## src/hw/intc_pkg.sv

```systemverilog
// Summary of operation
// - on entry finish instruction, push pc, x, a, cc; set global_int_mask
// - after save, load pc from the serviced source vector
// - interrupt_return pops context, restoring cc and clearing the mask
// - maskable requests served only with mask clear; otherwise stay latched
// - fixed priority: reset, trap, flash, usb suspend, pins, timer, i2c, serial, usb
// - software_trap is served regardless of global_int_mask
// - any interrupt source wakes the processor from wait mode
// - only pins, usb end-suspend, flash and reset wake from halt
// - inputs 1,2,5,6 detect rising edges; 3,4,7,8 falling edges
// - pin edge raises interrupt only when enabled and mask clear
// - enable register: bit i enables input i+1, resets to zero, read/write
// - peripheral flag interrupts only with mask clear and enable set
// - request cleared by zero write or status access then associated access
// - clearing sequence resets the latch, discarding a disabled pending request
// - after reset run mode, clock is oscillator divided by three
// - halt instruction stops the oscillator and all activity
// - entering halt clears global_int_mask
// - halt wake restarts oscillator and holds cpu 4096 oscillator cycles
// - after halt delay serve the waking interrupt or the reset vector
// - slow_mode_select halves the cpu and peripheral clock
// - wait_for_interrupt stops cpu, peripherals run, mask forced zero
// - context save takes five stack bytes, pc low byte at first location
package intc_pkg;
  // ****************************************
  // register map
  // ****************************************
  localparam logic [15:0] EXT_INT_ENABLE_REG_ADDR = 16'h0008;
  localparam logic [15:0] CTRL_REG_ADDR = 16'h000C;
  localparam logic [15:0] STATUS_REG_ADDR = 16'h0010;
  localparam logic [15:0] PERIPH_EN_REG_ADDR = 16'h0014;
  localparam logic [15:0] PERIPH_FLAG_REG_ADDR = 16'h0018;
  localparam logic [15:0] VECTOR_REG_ADDR = 16'h001C;
  localparam logic [7:0] EXT_INT_ENABLE_RESET = 8'h00;
  localparam logic [7:0] RISING_MASK = 8'h33;
  // ctrl bits
  localparam int CTRL_SMS_BIT = 0;
  // cpu command codes written to cmd register
  localparam logic [2:0] CMD_NONE = 3'h0;
  localparam logic [2:0] CMD_HALT = 3'h1;
  localparam logic [2:0] CMD_WFI = 3'h2;
  localparam logic [2:0] CMD_TRAP = 3'h3;
  localparam logic [2:0] CMD_INTERRUPT_RETURN = 3'h4;
  localparam logic [2:0] CMD_SIM = 3'h5;
  localparam logic [2:0] CMD_RIM = 3'h6;
  localparam logic [15:0] CMD_REG_ADDR = 16'h0020;
  // ****************************************
  // source indices, high priority first
  // ****************************************
  localparam int NSRC = 8;
  localparam int SRC_TRAP = 0;
  localparam int SRC_FLASH = 1;
  localparam int SRC_USB_SUSP = 2;
  localparam int SRC_EXT = 3;
  localparam int SRC_TIMER = 4;
  localparam int SRC_I2C = 5;
  localparam int SRC_SERIAL = 6;
  localparam int SRC_USB = 7;
  localparam logic [7:0] HALT_WAKE_MASK = 8'h0E;
  localparam logic [15:0] RESET_VECTOR = 16'hFFFE;
  localparam logic [15:0] TRAP_VECTOR = 16'hFFFC;
  localparam logic [15:0] VECTOR_STEP = 16'h0002;
  // ****************************************
  // timing
  // ****************************************
  localparam int OSC_DIV = 3;
  localparam int SLOW_DIV = 2;
  localparam int HALT_STAB_CYCLES = 4096;
  localparam int CONTEXT_BYTES = 5;
  localparam logic [15:0] SP_RESET = 16'h017F;
  typedef enum logic [2:0] {
    ST_RUN = 3'b000,
    ST_PUSH = 3'b001,
    ST_VECT = 3'b011,
    ST_POP = 3'b010,
    ST_WAIT = 3'b110,
    ST_HALT = 3'b111,
    ST_STAB = 3'b101
  } pm_state_t;
endpackage

```

## src/hw/intc_pm.sv

```systemverilog
// Local design decision: register access over APB.
`timescale 1ns/1ps
module intc_pm #(
  parameter int STAB_CYCLES = intc_pkg::HALT_STAB_CYCLES
) (
  input wire logic sys_clk_i,
  input wire logic rstn_i,
  input wire logic psel_i,
  input wire logic penable_i,
  input wire logic pwrite_i,
  input wire logic [15:0] paddr_i,
  input wire logic [31:0] pwdata_i,
  output logic [31:0] prdata_o,
  output logic pready_o,
  output logic pslverr_o,
  input wire logic [7:0] ext_int_pins_i,
  input wire logic [6:0] periph_flag_set_i,
  input wire logic [6:0] assoc_access_i,
  input wire logic instr_boundary_i,
  output logic global_int_mask_o,
  output logic osc_run_o,
  output logic cpu_clk_en_o,
  output logic periph_clk_en_o,
  output logic cpu_hold_o,
  output logic int_entry_o,
  output logic [15:0] vector_o,
  output logic [15:0] sp_o
);
  if (STAB_CYCLES < 1) begin : g_bad_stab
    $error("stab cycles must be positive");
  end
  localparam int SW = $clog2(STAB_CYCLES + 1);

  // ****************************************
  // bus decode
  // ****************************************
  logic wr_en;
  logic rd_en;
  logic mapped;
  assign wr_en = psel_i & penable_i & pwrite_i;
  assign rd_en = psel_i & penable_i & ~pwrite_i;

  function automatic logic is_addr(input logic [15:0] a, input logic [15:0] r);
    is_addr = (a == r);
  endfunction

  assign mapped = is_addr(paddr_i, intc_pkg::EXT_INT_ENABLE_REG_ADDR) | is_addr(paddr_i, intc_pkg::CTRL_REG_ADDR)
    | is_addr(paddr_i, intc_pkg::STATUS_REG_ADDR) | is_addr(paddr_i, intc_pkg::PERIPH_EN_REG_ADDR)
    | is_addr(paddr_i, intc_pkg::PERIPH_FLAG_REG_ADDR) | is_addr(paddr_i, intc_pkg::VECTOR_REG_ADDR)
    | is_addr(paddr_i, intc_pkg::CMD_REG_ADDR);

  // ****************************************
  // registers
  // ****************************************
  logic [7:0] ext_int_enable_r;
  logic sms_r;
  logic [6:0] periph_en_r;
  logic mask_r;
  intc_pkg::pm_state_t state_r;

  always_ff @(posedge sys_clk_i or negedge rstn_i) begin
    if (!rstn_i) begin
      ext_int_enable_r <= intc_pkg::EXT_INT_ENABLE_RESET;
    end else if (wr_en && is_addr(paddr_i, intc_pkg::EXT_INT_ENABLE_REG_ADDR)) begin
      ext_int_enable_r <= pwdata_i[7:0];
    end
  end

  always_ff @(posedge sys_clk_i or negedge rstn_i) begin
    if (!rstn_i) begin
      sms_r <= 1'b0;
    end else if (wr_en && is_addr(paddr_i, intc_pkg::CTRL_REG_ADDR)) begin
      sms_r <= pwdata_i[intc_pkg::CTRL_SMS_BIT];
    end
  end

  always_ff @(posedge sys_clk_i or negedge rstn_i) begin
    if (!rstn_i) begin
      periph_en_r <= '0;
    end else if (wr_en && is_addr(paddr_i, intc_pkg::PERIPH_EN_REG_ADDR)) begin
      periph_en_r <= pwdata_i[6:0];
    end
  end

  logic [2:0] cmd;
  assign cmd = (wr_en && is_addr(paddr_i, intc_pkg::CMD_REG_ADDR)) ? pwdata_i[2:0] : intc_pkg::CMD_NONE;

  // ****************************************
  // pin synchronisers and edge detect
  // ****************************************
  logic [7:0] pin_s1_r;
  logic [7:0] pin_s2_r;
  logic [7:0] pin_d_r;
  wire [7:0] pin_edge;
  always_ff @(posedge sys_clk_i or negedge rstn_i) begin
    if (!rstn_i) begin
      pin_s1_r <= '0;
      pin_s2_r <= '0;
      pin_d_r <= '0;
    end else begin
      pin_s1_r <= ext_int_pins_i;
      pin_s2_r <= pin_s1_r;
      pin_d_r <= pin_s2_r;
    end
  end
  genvar gi;
  generate
    for (gi = 0; gi < 8; gi++) begin : g_edge
      if (intc_pkg::RISING_MASK[gi]) begin : g_rise
        assign pin_edge[gi] = pin_s2_r[gi] & ~pin_d_r[gi];
      end else begin : g_fall
        assign pin_edge[gi] = ~pin_s2_r[gi] & pin_d_r[gi];
      end
    end
  endgenerate

  // ****************************************
  // request latches
  // ****************************************
  logic ext_pend_r;
  logic [6:0] flag_r;
  logic [6:0] armed_r;
  logic [6:0] clr_zero;
  logic [6:0] clr_seq;
  logic flag_rd;
  logic take;
  logic [2:0] sel_r;
  assign flag_rd = (rd_en | wr_en) && is_addr(paddr_i, intc_pkg::PERIPH_FLAG_REG_ADDR);
  assign clr_zero = (wr_en && is_addr(paddr_i, intc_pkg::PERIPH_FLAG_REG_ADDR)) ? ~pwdata_i[6:0] : 7'h00;
  assign clr_seq = armed_r & assoc_access_i;

  always_ff @(posedge sys_clk_i or negedge rstn_i) begin
    if (!rstn_i) begin
      armed_r <= '0;
    end else if (flag_rd) begin
      armed_r <= flag_r;
    end else begin
      armed_r <= armed_r & ~assoc_access_i;
    end
  end

  // set wins over clear; clear discards latched request
  always_ff @(posedge sys_clk_i or negedge rstn_i) begin
    if (!rstn_i) begin
      flag_r <= '0;
    end else begin
      flag_r <= (flag_r & ~(clr_zero | clr_seq)) | periph_flag_set_i;
    end
  end

  // pin edges latch only when enabled and mask clear or halted
  always_ff @(posedge sys_clk_i or negedge rstn_i) begin
    if (!rstn_i) begin
      ext_pend_r <= 1'b0;
    end else if (|(pin_edge & ext_int_enable_r) && (!mask_r || state_r == intc_pkg::ST_HALT)) begin
      ext_pend_r <= 1'b1;
    end else if (take && sel_r == 3'(intc_pkg::SRC_EXT)) begin
      ext_pend_r <= 1'b0;
    end
  end

  // ****************************************
  // priority
  // ****************************************
  logic [7:0] req;
  logic [7:0] enabled;
  logic trap_r;
  assign req = {flag_r[6:3], ext_pend_r, flag_r[2:1], trap_r};
  assign enabled = req & {periph_en_r[6:3], 1'b1, periph_en_r[2:1], 1'b1};

  function automatic logic [2:0] pick(input logic [7:0] r);
    pick = 3'd0;
    for (int i = intc_pkg::NSRC - 1; i >= 0; i--) begin
      if (r[i]) pick = 3'(i);
    end
  endfunction

  logic svc_ok;
  logic [7:0] servable;
  assign servable = mask_r ? (enabled & 8'h01) : enabled;
  assign svc_ok = |servable;

  // ****************************************
  // sequencer
  // ****************************************
  logic [SW-1:0] stab_r;
  logic [2:0] push_r;
  logic from_reset_r;
  assign take = (state_r == intc_pkg::ST_VECT);

  always_ff @(posedge sys_clk_i or negedge rstn_i) begin
    if (!rstn_i) begin
      trap_r <= 1'b0;
    end else if (cmd == intc_pkg::CMD_TRAP) begin
      trap_r <= 1'b1;
    end else if (take && sel_r == 3'(intc_pkg::SRC_TRAP)) begin
      trap_r <= 1'b0;
    end
  end

  always_ff @(posedge sys_clk_i or negedge rstn_i) begin
    if (!rstn_i) begin
      state_r <= intc_pkg::ST_RUN;
      sel_r <= '0;
      stab_r <= '0;
      push_r <= '0;
      from_reset_r <= 1'b1;
    end else begin
      unique case (state_r)
        intc_pkg::ST_RUN: begin
          if (cmd == intc_pkg::CMD_HALT) begin
            state_r <= intc_pkg::ST_HALT;
          end else if (cmd == intc_pkg::CMD_WFI) begin
            state_r <= intc_pkg::ST_WAIT;
          end else if (cmd == intc_pkg::CMD_INTERRUPT_RETURN) begin
            state_r <= intc_pkg::ST_POP;
            push_r <= '0;
          end else if (instr_boundary_i && svc_ok) begin
            sel_r <= pick(servable);
            push_r <= '0;
            state_r <= intc_pkg::ST_PUSH;
          end
        end
        intc_pkg::ST_PUSH: begin
          push_r <= push_r + 3'd1;
          if (push_r == 3'(intc_pkg::CONTEXT_BYTES - 1)) state_r <= intc_pkg::ST_VECT;
        end
        intc_pkg::ST_VECT: begin
          from_reset_r <= 1'b0;
          state_r <= intc_pkg::ST_RUN;
        end
        intc_pkg::ST_POP: begin
          push_r <= push_r + 3'd1;
          if (push_r == 3'(intc_pkg::CONTEXT_BYTES - 1)) state_r <= intc_pkg::ST_RUN;
        end
        intc_pkg::ST_WAIT: begin
          if (|enabled) begin
            sel_r <= pick(enabled);
            push_r <= '0;
            state_r <= intc_pkg::ST_PUSH;
          end
        end
        intc_pkg::ST_HALT: begin
          if (|(enabled & intc_pkg::HALT_WAKE_MASK)) begin
            sel_r <= pick(enabled & intc_pkg::HALT_WAKE_MASK);
            stab_r <= SW'(STAB_CYCLES - 1);
            state_r <= intc_pkg::ST_STAB;
          end
        end
        intc_pkg::ST_STAB: begin
          if (stab_r == '0) begin
            push_r <= '0;
            state_r <= intc_pkg::ST_PUSH;
          end else begin
            stab_r <= stab_r - SW'(1);
          end
        end
        default: state_r <= intc_pkg::ST_RUN;
      endcase
    end
  end

  // ****************************************
  // mask, stack pointer, vector
  // ****************************************
  always_ff @(posedge sys_clk_i or negedge rstn_i) begin
    if (!rstn_i) begin
      mask_r <= 1'b1;
    end else if (state_r == intc_pkg::ST_VECT) begin
      mask_r <= 1'b1;
    end else if (state_r == intc_pkg::ST_POP && push_r == 3'(intc_pkg::CONTEXT_BYTES - 1)) begin
      mask_r <= 1'b0;
    end else if (cmd == intc_pkg::CMD_HALT || cmd == intc_pkg::CMD_WFI || cmd == intc_pkg::CMD_RIM) begin
      mask_r <= 1'b0;
    end else if (cmd == intc_pkg::CMD_SIM) begin
      mask_r <= 1'b1;
    end
  end

  always_ff @(posedge sys_clk_i or negedge rstn_i) begin
    if (!rstn_i) begin
      sp_o <= intc_pkg::SP_RESET;
    end else if (state_r == intc_pkg::ST_PUSH) begin
      sp_o <= sp_o - 16'h0001;
    end else if (state_r == intc_pkg::ST_POP) begin
      sp_o <= sp_o + 16'h0001;
    end
  end

  always_ff @(posedge sys_clk_i or negedge rstn_i) begin
    if (!rstn_i) begin
      vector_o <= intc_pkg::RESET_VECTOR;
    end else if (take) begin
      vector_o <= intc_pkg::TRAP_VECTOR - (16'(sel_r) * intc_pkg::VECTOR_STEP);
    end
  end

  always_ff @(posedge sys_clk_i or negedge rstn_i) begin
    if (!rstn_i) begin
      int_entry_o <= 1'b0;
    end else begin
      int_entry_o <= take;
    end
  end

  // ****************************************
  // clock divider and enables
  // ****************************************
  logic [2:0] div_r;
  logic [2:0] div_max;
  assign div_max = sms_r ? 3'(intc_pkg::OSC_DIV * intc_pkg::SLOW_DIV - 1) : 3'(intc_pkg::OSC_DIV - 1);
  always_ff @(posedge sys_clk_i or negedge rstn_i) begin
    if (!rstn_i) begin
      div_r <= '0;
    end else begin
      div_r <= (div_r >= div_max) ? 3'd0 : div_r + 3'd1;
    end
  end

  always_ff @(posedge sys_clk_i or negedge rstn_i) begin
    if (!rstn_i) begin
      cpu_clk_en_o <= 1'b0;
      periph_clk_en_o <= 1'b0;
    end else begin
      cpu_clk_en_o <= (div_r == 3'd0) && state_r == intc_pkg::ST_RUN;
      periph_clk_en_o <= (div_r == 3'd0) && state_r != intc_pkg::ST_HALT && state_r != intc_pkg::ST_STAB;
    end
  end

  // ****************************************
  // mode and mask outputs
  // ****************************************
  always_ff @(posedge sys_clk_i or negedge rstn_i) begin
    if (!rstn_i) begin
      osc_run_o <= 1'b1;
      cpu_hold_o <= 1'b0;
    end else begin
      osc_run_o <= (state_r != intc_pkg::ST_HALT);
      cpu_hold_o <= (state_r != intc_pkg::ST_RUN);
    end
  end

  // mask shows set in the same cycle as the entry pulse
  always_ff @(posedge sys_clk_i or negedge rstn_i) begin
    if (!rstn_i) begin
      global_int_mask_o <= 1'b1;
    end else begin
      global_int_mask_o <= mask_r | take;
    end
  end

  // ****************************************
  // bus answers
  // ****************************************
  always_ff @(posedge sys_clk_i or negedge rstn_i) begin
    if (!rstn_i) begin
      pready_o <= 1'b0;
      pslverr_o <= 1'b0;
    end else begin
      pready_o <= psel_i & ~penable_i;
      pslverr_o <= psel_i & ~penable_i & ~mapped;
    end
  end

  always_ff @(posedge sys_clk_i or negedge rstn_i) begin
    if (!rstn_i) begin
      prdata_o <= '0;
    end else begin
      prdata_o <= '0;
      if (psel_i && !penable_i && !pwrite_i) begin
        if (is_addr(paddr_i, intc_pkg::EXT_INT_ENABLE_REG_ADDR)) prdata_o <= {24'h0000_00, ext_int_enable_r};
        else if (is_addr(paddr_i, intc_pkg::CTRL_REG_ADDR)) prdata_o <= {31'h0000_0000, sms_r};
        else if (is_addr(paddr_i, intc_pkg::STATUS_REG_ADDR))
          prdata_o <= {24'h0000_00, 1'b0, state_r, ext_pend_r, trap_r, mask_r, from_reset_r};
        else if (is_addr(paddr_i, intc_pkg::PERIPH_EN_REG_ADDR)) prdata_o <= {25'h000_0000, periph_en_r};
        else if (is_addr(paddr_i, intc_pkg::PERIPH_FLAG_REG_ADDR)) prdata_o <= {25'h000_0000, flag_r};
        else if (is_addr(paddr_i, intc_pkg::VECTOR_REG_ADDR)) prdata_o <= {16'h0000, vector_o};
      end
    end
  end
endmodule // intc_pm

```

## config.mk

```make
export PLATFORM = sky130hd
export DESIGN_NAME = intc_pm
export DESIGN_NICKNAME = d
export VERILOG_FILES = /design/src/hw/intc_pkg.sv /design/src/hw/intc_pm.sv
export SDC_FILE = /design/constraint.sdc
export NUM_CORES = 1
export LEC_CHECK = 0
export ABC_AREA = 1
export BUFFER_PORTS_ARGS = -buffer_cell sky130_fd_sc_hd__clkbuf_2
export CAP_MARGIN = 10
export CORE_MARGIN = 1.5
export CORE_UTILIZATION = 59
export DETAILED_ROUTE_END_ITERATION = 12
export GPL_ROUTABILITY_DRIVEN = 0
export PLACE_DENSITY_LB_ADDON = 0.25
export REMOVE_ABC_BUFFERS = 1
export SYNTH_ARGS = -nofsm -noshare
export SYNTH_HDL_FRONTEND = slang
export SYNTH_SLANG_ARGS = --single-unit
```

## constraint.sdc

```tcl
create_clock -name sys_clk_i -period 6.2 [get_ports sys_clk_i]
set_input_delay 0.93 -clock sys_clk_i [delete_from_list [all_inputs] [get_ports sys_clk_i]]
set_output_delay 0.93 -clock sys_clk_i [all_outputs]
set_load 0.01 [all_outputs]
```

## Word level (Yosys, flattened, before mapping)

Index checks and enable logic that the tools add are counted.

| storage, ports and cells | value |
|---|---|
| register bits after elaboration | 155 |
| bits of input ports | 76 |

| cells by class | value |
|---|---|
| $add $sub $neg | 6 |
| $lt $le $gt $ge | 1 |
| eq/ne operators | 35 |
| muxes and demuxes | 69 |
| bitwise operators | 42 |
| reductions and logical operators | 43 |

Operator list:

| cell | number |
|---|---|
| 3-bit two-way mux | 42 |
| 16-bit two-way mux | 7 |
| 16-bit by 5-bit == test with 1-bit output (second input constant) | 4 |
| 32-bit two-way mux | 2 |
| 16-bit by 4-bit == test with 1-bit output (second input constant) | 2 |
| 13-bit two-way mux | 2 |
| 13-bit one-hot mux with 2 select lines | 1 |
| 8-bit OR reduction | 3 |
| 7-bit AND | 3 |
| 3-bit == test (second input constant) | 7 |
| 7-bit NOT | 3 |
| 2-bit != test (second input constant) | 9 |
| 3-bit one-hot mux with 6 select lines | 1 |
| 16-bit by 1-bit adder with 16-bit output (second input constant) | 1 |
| 8-bit AND | 2 |
| 16-bit by 6-bit == test with 1-bit output (second input constant) | 1 |
| 1-bit logical AND | 16 |
| 16-bit by 1-bit subtractor with 16-bit output (second input constant) | 1 |
| 3-bit by 2-bit == test with 1-bit output (second input constant) | 5 |
| 7-bit two-way mux | 2 |
| 7-bit bitwise OR | 2 |
| 1-bit AND | 13 |
| 13-bit logical NOT | 1 |
| 13-bit by 1-bit subtractor with 13-bit output (second input constant) | 1 |
| 25 further kinds | 65 |

## Logic depth before layout (Yosys ltp)

Gate-level depths: netlist of run 1.

| logic depth | value |
|---|---|
| depth after elaboration | 15 |
| mapped depth | 15 |

## Worst setup path before layout of run 1

Ideal clock, no wire load.

| timing | value |
|---|---|
| path type | register -> register |
| from | reg state_r[1] |
| to | reg sp_o[11] |
| arrival | 2.201 ns |
| slack | 3.881 ns |
| cell stages (with the launch flop) | 14 |
| path buffers | 0 |
| clock period less this slack | 2.319 ns |
| path through | dfrtp_1 -> inv_2 -> nand2_2 -> nor2_4 -> ha_1 -> a21oi_1 -> nand2_1 -> nand3_1 -> nand2_1 -> nand2_1 -> nand2_1 -> or2_2 -> nand3_1 -> nand2_1 |

| between the ends | value |
|---|---|
| word-level cells in the longest chain between the ends | 2 |
| elaborated cells between the ends (all ways) | 4 |
| those cells by class | eq/ne (2); mux (1); reduce/logical (1) |

Ends and longest elaborated chain:

| item | line | source |
|---|---|---|
| start, declared | intc_pm.sv:59 | `intc_pkg::pm_state_t state_r;` |
| start signal, assigned | intc_pm.sv:203 | `state_r <= intc_pkg::ST_RUN;` |
| start signal, assigned | intc_pm.sv:212 | `state_r <= intc_pkg::ST_HALT;` |
| start signal, assigned | intc_pm.sv:214 | `state_r <= intc_pkg::ST_WAIT;` |
| 3-bit by 1-bit == test with 1-bit output / 3-bit by 2-bit == test with 1-bit output (equally long branches) | intc_pm.sv:283, intc_pm.sv:285 |  |
| 16-bit two-way mux / 2-bit nonzero test (equally long branches) | n/a |  |
| end signal, assigned | intc_pm.sv:282 | `sp_o <= intc_pkg::SP_RESET;` |
| end signal, assigned | intc_pm.sv:284 | `sp_o <= sp_o - 16'h0001;` |
| end signal, assigned | intc_pm.sv:286 | `sp_o <= sp_o + 16'h0001;` |
| end, declared | intc_pm.sv:27 | `output logic [15:0] sp_o` |

Several ways; a longest one is shown, not always the timed one.
A chain may end at the register's enable or synchronous reset.

## Worst setup path in the final report of run 1

Ends and elaborated chain as after synthesis.

==> results of run 1 <==
==> routing by layer <==
metal  vias to the layer above  GRT usage  wire length [um]
li1                       2781          -                 -
met1                      2619     0.3703              6652
met2                       211     0.4077              6646
met3                        23    0.06935               993
met4                         0    0.08349               227
met5                         -          0                 0
==> worst min-delay path by stage <==
| stage | start | endpoint | slack [ns] | cells after the start |
|---|---|---|---|---|
| floorplan | pin_s1_r[0] | pin_s2_r[0] | 0.33 | 0 |
| global placement | pin_s1_r[6] | pin_s2_r[6] | 0.33 | 0 |
| detailed placement | pin_s1_r[1] | pin_s2_r[1] | 0.34 | 0 |
| CTS | pin_s1_r[2] | pin_s2_r[2] | 0.35 | 0 |
| global route | pin_s1_r[1] | pin_s2_r[1] | 0.36 | 0 |
| finish | pin_s1_r[1] | pin_s2_r[1] | 0.35 | 0 |
==> critical path: stages, from the launching register on <==
cell,delay (ns)
dfrtp_1,0.46
inv_2,0.12
nand2_2,0.09
nor2_4,0.47
ha_1,0.41
a21oi_1,0.15
nand2_1,0.11
nand3_1,0.09
nand2_1,0.11
nand2_1,0.08
nand2_1,0.07
or2_2,0.27
nand3_1,0.07
nand2_1,0.05
==> synthesized netlist by cell type (11+ instances only) <==
cell type / n
nand2_1: 212
dfrtp_1: 104
inv_1: 81
nor2_1: 55
o21ai_0: 41
nand3_1: 37
a21oi_1: 36
buf_4: 35
o21ai_1: 33
ha_1: 25
inv_2: 18
dfstp_2: 16
nand2_2: 12
nor2_2: 11
o211ai_1: 11
==> state kept, by name (all words and copies together) (netlist names), 3 cells and up <==
register          cells
push_r                3
armed_r               7
sel_r                 3
periph_en_r           7
div_r                 3
stab_r               13
ext_int_enable_r      8
prdata_o              9
sp_o                 16
pin_s2_r              8
state_r               3
pin_d_r               8
flag_r                7
pin_s1_r              8
vector_o              4
==> kinds of logic (layout without fill, tap and decap cells) <==
family,count (synthesis),in the layout,synth area share
buffers and inverters,143,228,0.1056
XOR/XNOR,16,16,0.02100
adder cells (fa/ha/maj),26,26,0.04989
other,2,28,0.001126
flip-flops,120,120,0.4531
AO/OA/AOI/OAI,138,138,0.1133
AND/OR/NAND/NOR,372,372,0.2560
==> layout make-up <==
type / instances / area share
inverter: 100 / 0.04915
multi-input combinational: 580 / 0.3957
clock inverter: 12 / 0.01530
sequential: 120 / 0.3932
timing repair buffer: 96 / 0.06315
tap: 140 / 0.02279
clock buffer: 20 / 0.06071
==> per-stage QoR <==
step | cell area [um2] | total power, uW
floorplan | 6442 | 2057
CTS | 7687 | 3348
finish | 7687 | 3334
global placement | 7103 | 2349
detailed placement | 7103 | 2377
global route | 7687 | 3610
==> power by group <==
part	internal, uW	switching (uW)	total (uW)
clock	587	367	955
sequential	964	124	1090
combinational	491	801	1290
total	2040	1290	3330
==> reports/results.ini, run 1 <==
[run_status]
status = completed

[clock_network]
cts_buffers = 17
ctsHoldBuffers = 0
cts_tree = built
clk_latency_ns = 0.41
path_clk_slew_ns = 0.06
clk_root_buffer_cell = clkbuf_16
cts_setup_buffers = 0
ctsResizeCount = 0
clock_path_buffers = 2
clock_sinks = 120
htreeDepth = 4

[yosys]
synth_seq_area_share = 0.4531
yosysTopAreaCell = dfrtp_1
ys_warn_count = 0
netlist_area_mm2 = 0.006671
synth-edff-count = 0
synth.top_cell.area_share = 0.3901
synth-main-ff-cell = dfrtp_1
synth_area_leaders = dfrtp_1 (39%), nand2_1 (12%), dfstp_2 (6.3%), ha_1 (4.7%), inv_1 (4.6%)
avgSynthCellArea_um2 = 8.166
async_flop_share = 1.000
syn_inst = 817
ys_types = 45
synth_seq_cells = 120

[global_routing]
grt_max_degree = 73
track_usage = 0.2657
antenna_found_initial = 0
first_global_vias = 5240
grt_pass1_wl_mm = 24.31
grt.overflow.total = 0

[layout]
final_core_util = 0.7030
n_antenna_cell = 0
syn_to_final_growth_pct = 15.23
seqCellArea_mm2 = 0.003023
nets = 1017
multi_input_area_mm2 = 0.003042
final_common_cell = nand2_1
finalNonFillerCells = 1068
n_fill_cell = 885
final_cell_mix = nand2_1 (212), dfrtp_1 (104), clkbuf_2 (94), inv_1 (81), nor2_1 (55)
layout-drive-gt1-share = 0.2198

[floorplan]
die_area_mm2 = 0.01195
dieWidth_um = 109.3
core-area_mm2 = 0.01094
fp-row-count = 38
io_pins = 148
dieHeight_um = 109.3
initial_core_util = 0.6101

[critical_path]
r2r.worst_path.cells = 13
critPathMaxFanout = 18
end_kind = flip-flop
required_ns = 6.50
crit_arrival_ns = 2.96
r2r_end = sp_o[11]
r2r-start = state_r[1]
crit_type = flip-flop to flip-flop
critPathLaunch = state_r[1]
crit_path_end = sp_o[11]
worst_setup_path_start_kind = flip-flop
rrSetupSlack_ns = 3.54

[sta]
finalHoldViolations = 0
final_max_slew_viol_count = 0
timing.final.ws_setup_ns = 3.540
fmax_mhz = 376.0
fin_skew_ns = 0.009727
whs_ns = 0.3526
period_share = 0.4290
fin_crit_ns = 2.660
rsz0062_at_grt = false
maxSlewHeadroom = 0.4121
setup_viol = 0
worst_pin_slew_ns = 0.8819
tns_ns = 0

[routing]
drt-vias-per-instance = 5.275
drc = 0
wirelength_mm = 14.52
detail-route-antenna-nets = 0
first_iter_violations = 376
detail_route.wl_per_cell_um = 13.60
dr.pass1.iters = 6
dr_total_vias = 5634

[place]
hpwl_mm = 10.34
port_buffers = 95
post-place-cells = 1036
dp_slack_ns = 3.560

[job]
drv_cap = 0

[pwr]
leakage_uw = 0.003945
vdd.ir_drop.worst_uv = 400.6
power_density_mw_per_mm2 = 433.7

[worst_hold_path]
hold_class = flip-flop to flip-flop

Power figures use the tool's default switching activity.
==> run 2: changes to the inputs <==
--- a/config.mk
+++ b/config.mk
@@ -9,7 +9,7 @@
 export BUFFER_PORTS_ARGS = -buffer_cell sky130_fd_sc_hd__clkbuf_2
 export CAP_MARGIN = 10
 export CORE_MARGIN = 1.5
-export CORE_UTILIZATION = 59
+export CORE_UTILIZATION = 55
 export DETAILED_ROUTE_END_ITERATION = 12
 export GPL_ROUTABILITY_DRIVEN = 0
 export PLACE_DENSITY_LB_ADDON = 0.25
==> constraint.sdc (replaced) <==
create_clock -name sys_clk_i -period 2.7 [get_ports sys_clk_i]
set_input_delay 0.405 -clock sys_clk_i [delete_from_list [all_inputs] [get_ports sys_clk_i]]
set_output_delay 0.405 -clock sys_clk_i [all_outputs]
set_load 0.01 [all_outputs]
==> run 2 against run 1 <==
  * Sequential share of layout area fell by 0.55 points
  * Sequential power up 130%
  * Global-route usage decreased by 2.1 points
  * Die area increased by 7.1%
  * Final cell count rose by 1.4%
  * First-iteration DRC count fell by 10%
  * Via count shrank 0.67%
  * Hold slack got worse by 0.27 ns
  * Fmax up 8.0%
  * Critical path depth grew 1
  * Register-to-register slack got worse by 3.3 ns
  * Largest power group unchanged
==> reports/results.ini, run 2 (synthesis gave the netlist of run 1 again) <==
[critical_path]
crit_path_top_delay_cell = dfrtp_1
end_kind = flip-flop
path_buf_inv = 2
cp_common_cell = nand2_1
rrSetupSlack_ns = 0.24
r2r.worst_path.cells = 14
required_ns = 3.01
worst_setup_path_start_kind = flip-flop
path_cells = inv_2 -> nand2_2 -> nor2_4 -> buf_4 -> ha_1 -> a21oi_1 -> nand2_1 -> nand3_1 -> nand2_1 -> nand2_1 -> nand2_1 -> or2_2 -> nand3_1 -> nand2_1
critPathMaxFanout = 8
crit_type = flip-flop to flip-flop
critPathMaxStageDelay_ns = 0.46
cp_top_family = simple AND/OR/NAND/NOR gates
r2r-start = state_r[1]
r2r_end = sp_o[11]
crit_arrival_ns = 2.78

[routing]
dr_total_vias = 5596
drt-vias-per-instance = 5.167
dr.pass1.iters = 5
detail_route.wl_per_cell_um = 13.33
wirelength_mm = 14.44
first_iter_violations = 337
detail-route-antenna-nets = 0
drc = 0

[clock_network]
clk_latency_ns = 0.43
clk_root_buffer_cell = clkbuf_16
path_clk_slew_ns = 0.06
cts_tree = built
clock_sinks = 120
ctsResizeCount = 0
cts_buffers = 17
htreeDepth = 4
clock_path_buffers = 2

[worst_hold_path]
hold_class = input port to flip-flop
whs_path_depth = 1
worstHoldStart = ext_int_pins_i[4]
min_to = pin_s1_r[4]

[sta]
final_max_slew_viol_count = 0
maxSlewHeadroom = 0.5974
fin_crit_ns = 2.463
fin_skew_ns = 0.01297
period_share = 0.9122
finalHoldViolations = 0
rsz0062_at_grt = false
setup_viol = 0
fmax_mhz = 406.0
worst_pin_slew_ns = 0.6006
tns_ns = 0

[pwr]
finalPower_uw = 7836
power_density_mw_per_mm2 = 1005
leakage_uw = 0.004007
vdd.ir_drop.worst_uv = 943.4

[layout]
n_antenna_cell = 0
layout_top_registers = sp_o x16, stab_r x13, prdata_o x9
final_common_cell = nand2_1
largest_register_ff_count = 16
nets = 1026
layout-drive-gt1-share = 0.2254
final_cell_mix = nand2_1 (212), dfrtp_1 (104), clkbuf_2 (94), inv_1 (81), nor2_1 (55)
n_fill_cell = 1021
top_register = sp_o
syn_to_final_growth_pct = 16.86

[job]
drv_cap = 0

[floorplan]
dieHeight_um = 113.1
dieWidth_um = 113.1
io_pins = 148
core-area_mm2 = 0.01191
die_area_mm2 = 0.01280
initial_core_util = 0.5601
fp-row-count = 40

[global_routing]
grt_max_degree = 57
antenna_found_initial = 0
grt_pass1_wl_mm = 24.49
first_global_vias = 5262
track_usage = 0.2450
grt.overflow.total = 0

[place]
port_buffers = 95
hpwl_mm = 10.60

[run_status]
status = completed

[run 2: cell count changes in the layout (fill, tap and decap cells not counted), sizes merged]
cell and change:
buf +8, clkbuf -3, clkinv +3, bufinv +2, clkinvlp -2, dlygate4sd3 +1, inv -1
[run 2: report_power, final]
part | internal [uW] | switching [uW] | total, uW
Combinational | 1210 | 1850 | 3050
Clock | 1450 | 832 | 2280
Sequential | 2210 | 289 | 2500
Total | 4870 | 2970 | 7840
[run 2: worst max-delay path by stage]
stage | startpoint | to | slack [ns] | cells past startpoint
2_1_floorplan | state_r[1] | sp_o[11] | 0.38 | 13
3_3_place_gp | state_r[1] | sp_o[11] | 0.25 | 13
3_5_place_dp | state_r[1] | sp_o[11] | 0.22 | 13
4_1_cts | state_r[1] | sp_o[11] | 0.21 | 13
5_1_grt | state_r[1] | sp_o[14] | 0.05 | 14
6_report | state_r[1] | sp_o[11] | 0.24 | 14
[run 2: worst reg2reg max path, cell delays in order (launching register included)]
cell and delay [ns]:
dfrtp_1 0.46, inv_2 0.13, nand2_2 0.09, nor2_4 0.24, buf_4 0.16, ha_1 0.27, a21oi_1 0.15, nand2_1 0.12
nand3_1 0.09, nand2_1 0.11, nand2_1 0.08, nand2_1 0.07, or2_2 0.27, nand3_1 0.07, nand2_1 0.05
[run 2: cell type report]
type	count	area (um2)	area share
clock buffer	17	425.4	0.05457
tap	147	183.9	0.02359
inverter	100	377.9	0.04847
sequential	120	3023	0.3877
clock inverter	14	176.4	0.02263
multi-input combinational	580	3042	0.3901
timing repair buffer	105	568.0	0.07286
[run 2: stage by stage]
| step | utilization | instances | hold slack [ns] | setup WS, ns | area (um2) |
|---|---|---|---|---|---|
| 2_1_floorplan | - | 800 | 0.1094 | 0.3810 | 6442 |
| 3_3_place_gp | 0.5994 | 1045 | 0.3321 | 0.2536 | 7139 |
| 3_5_place_dp | 0.5994 | 1045 | 0.3347 | 0.2179 | 7139 |
| 4_1_cts | 0.6507 | 1077 | 0.06754 | 0.2131 | 7751 |
| 5_1_grt | 0.6545 | 1083 | 0.06558 | 0.04528 | 7796 |
| 6_report | 0.6545 | 1083 | 0.08520 | 0.2371 | 7796 |
[run 2: per-layer routing]
metal	vias to the layer above	GRT usage	part of all wire
met5	-	0	0
met4	0	0.08750	0.012
met3	16	0.06160	0.055
met2	156	0.4032	0.47
met1	2623	0.3164	0.46
li1	2801	-	-
[run 2: timing repair]
item,in CTS,in global routing
hold endpoints to repair,7,0
hold buffers,1,0
setup buffers,0,6
setup endpoints to repair,0,1
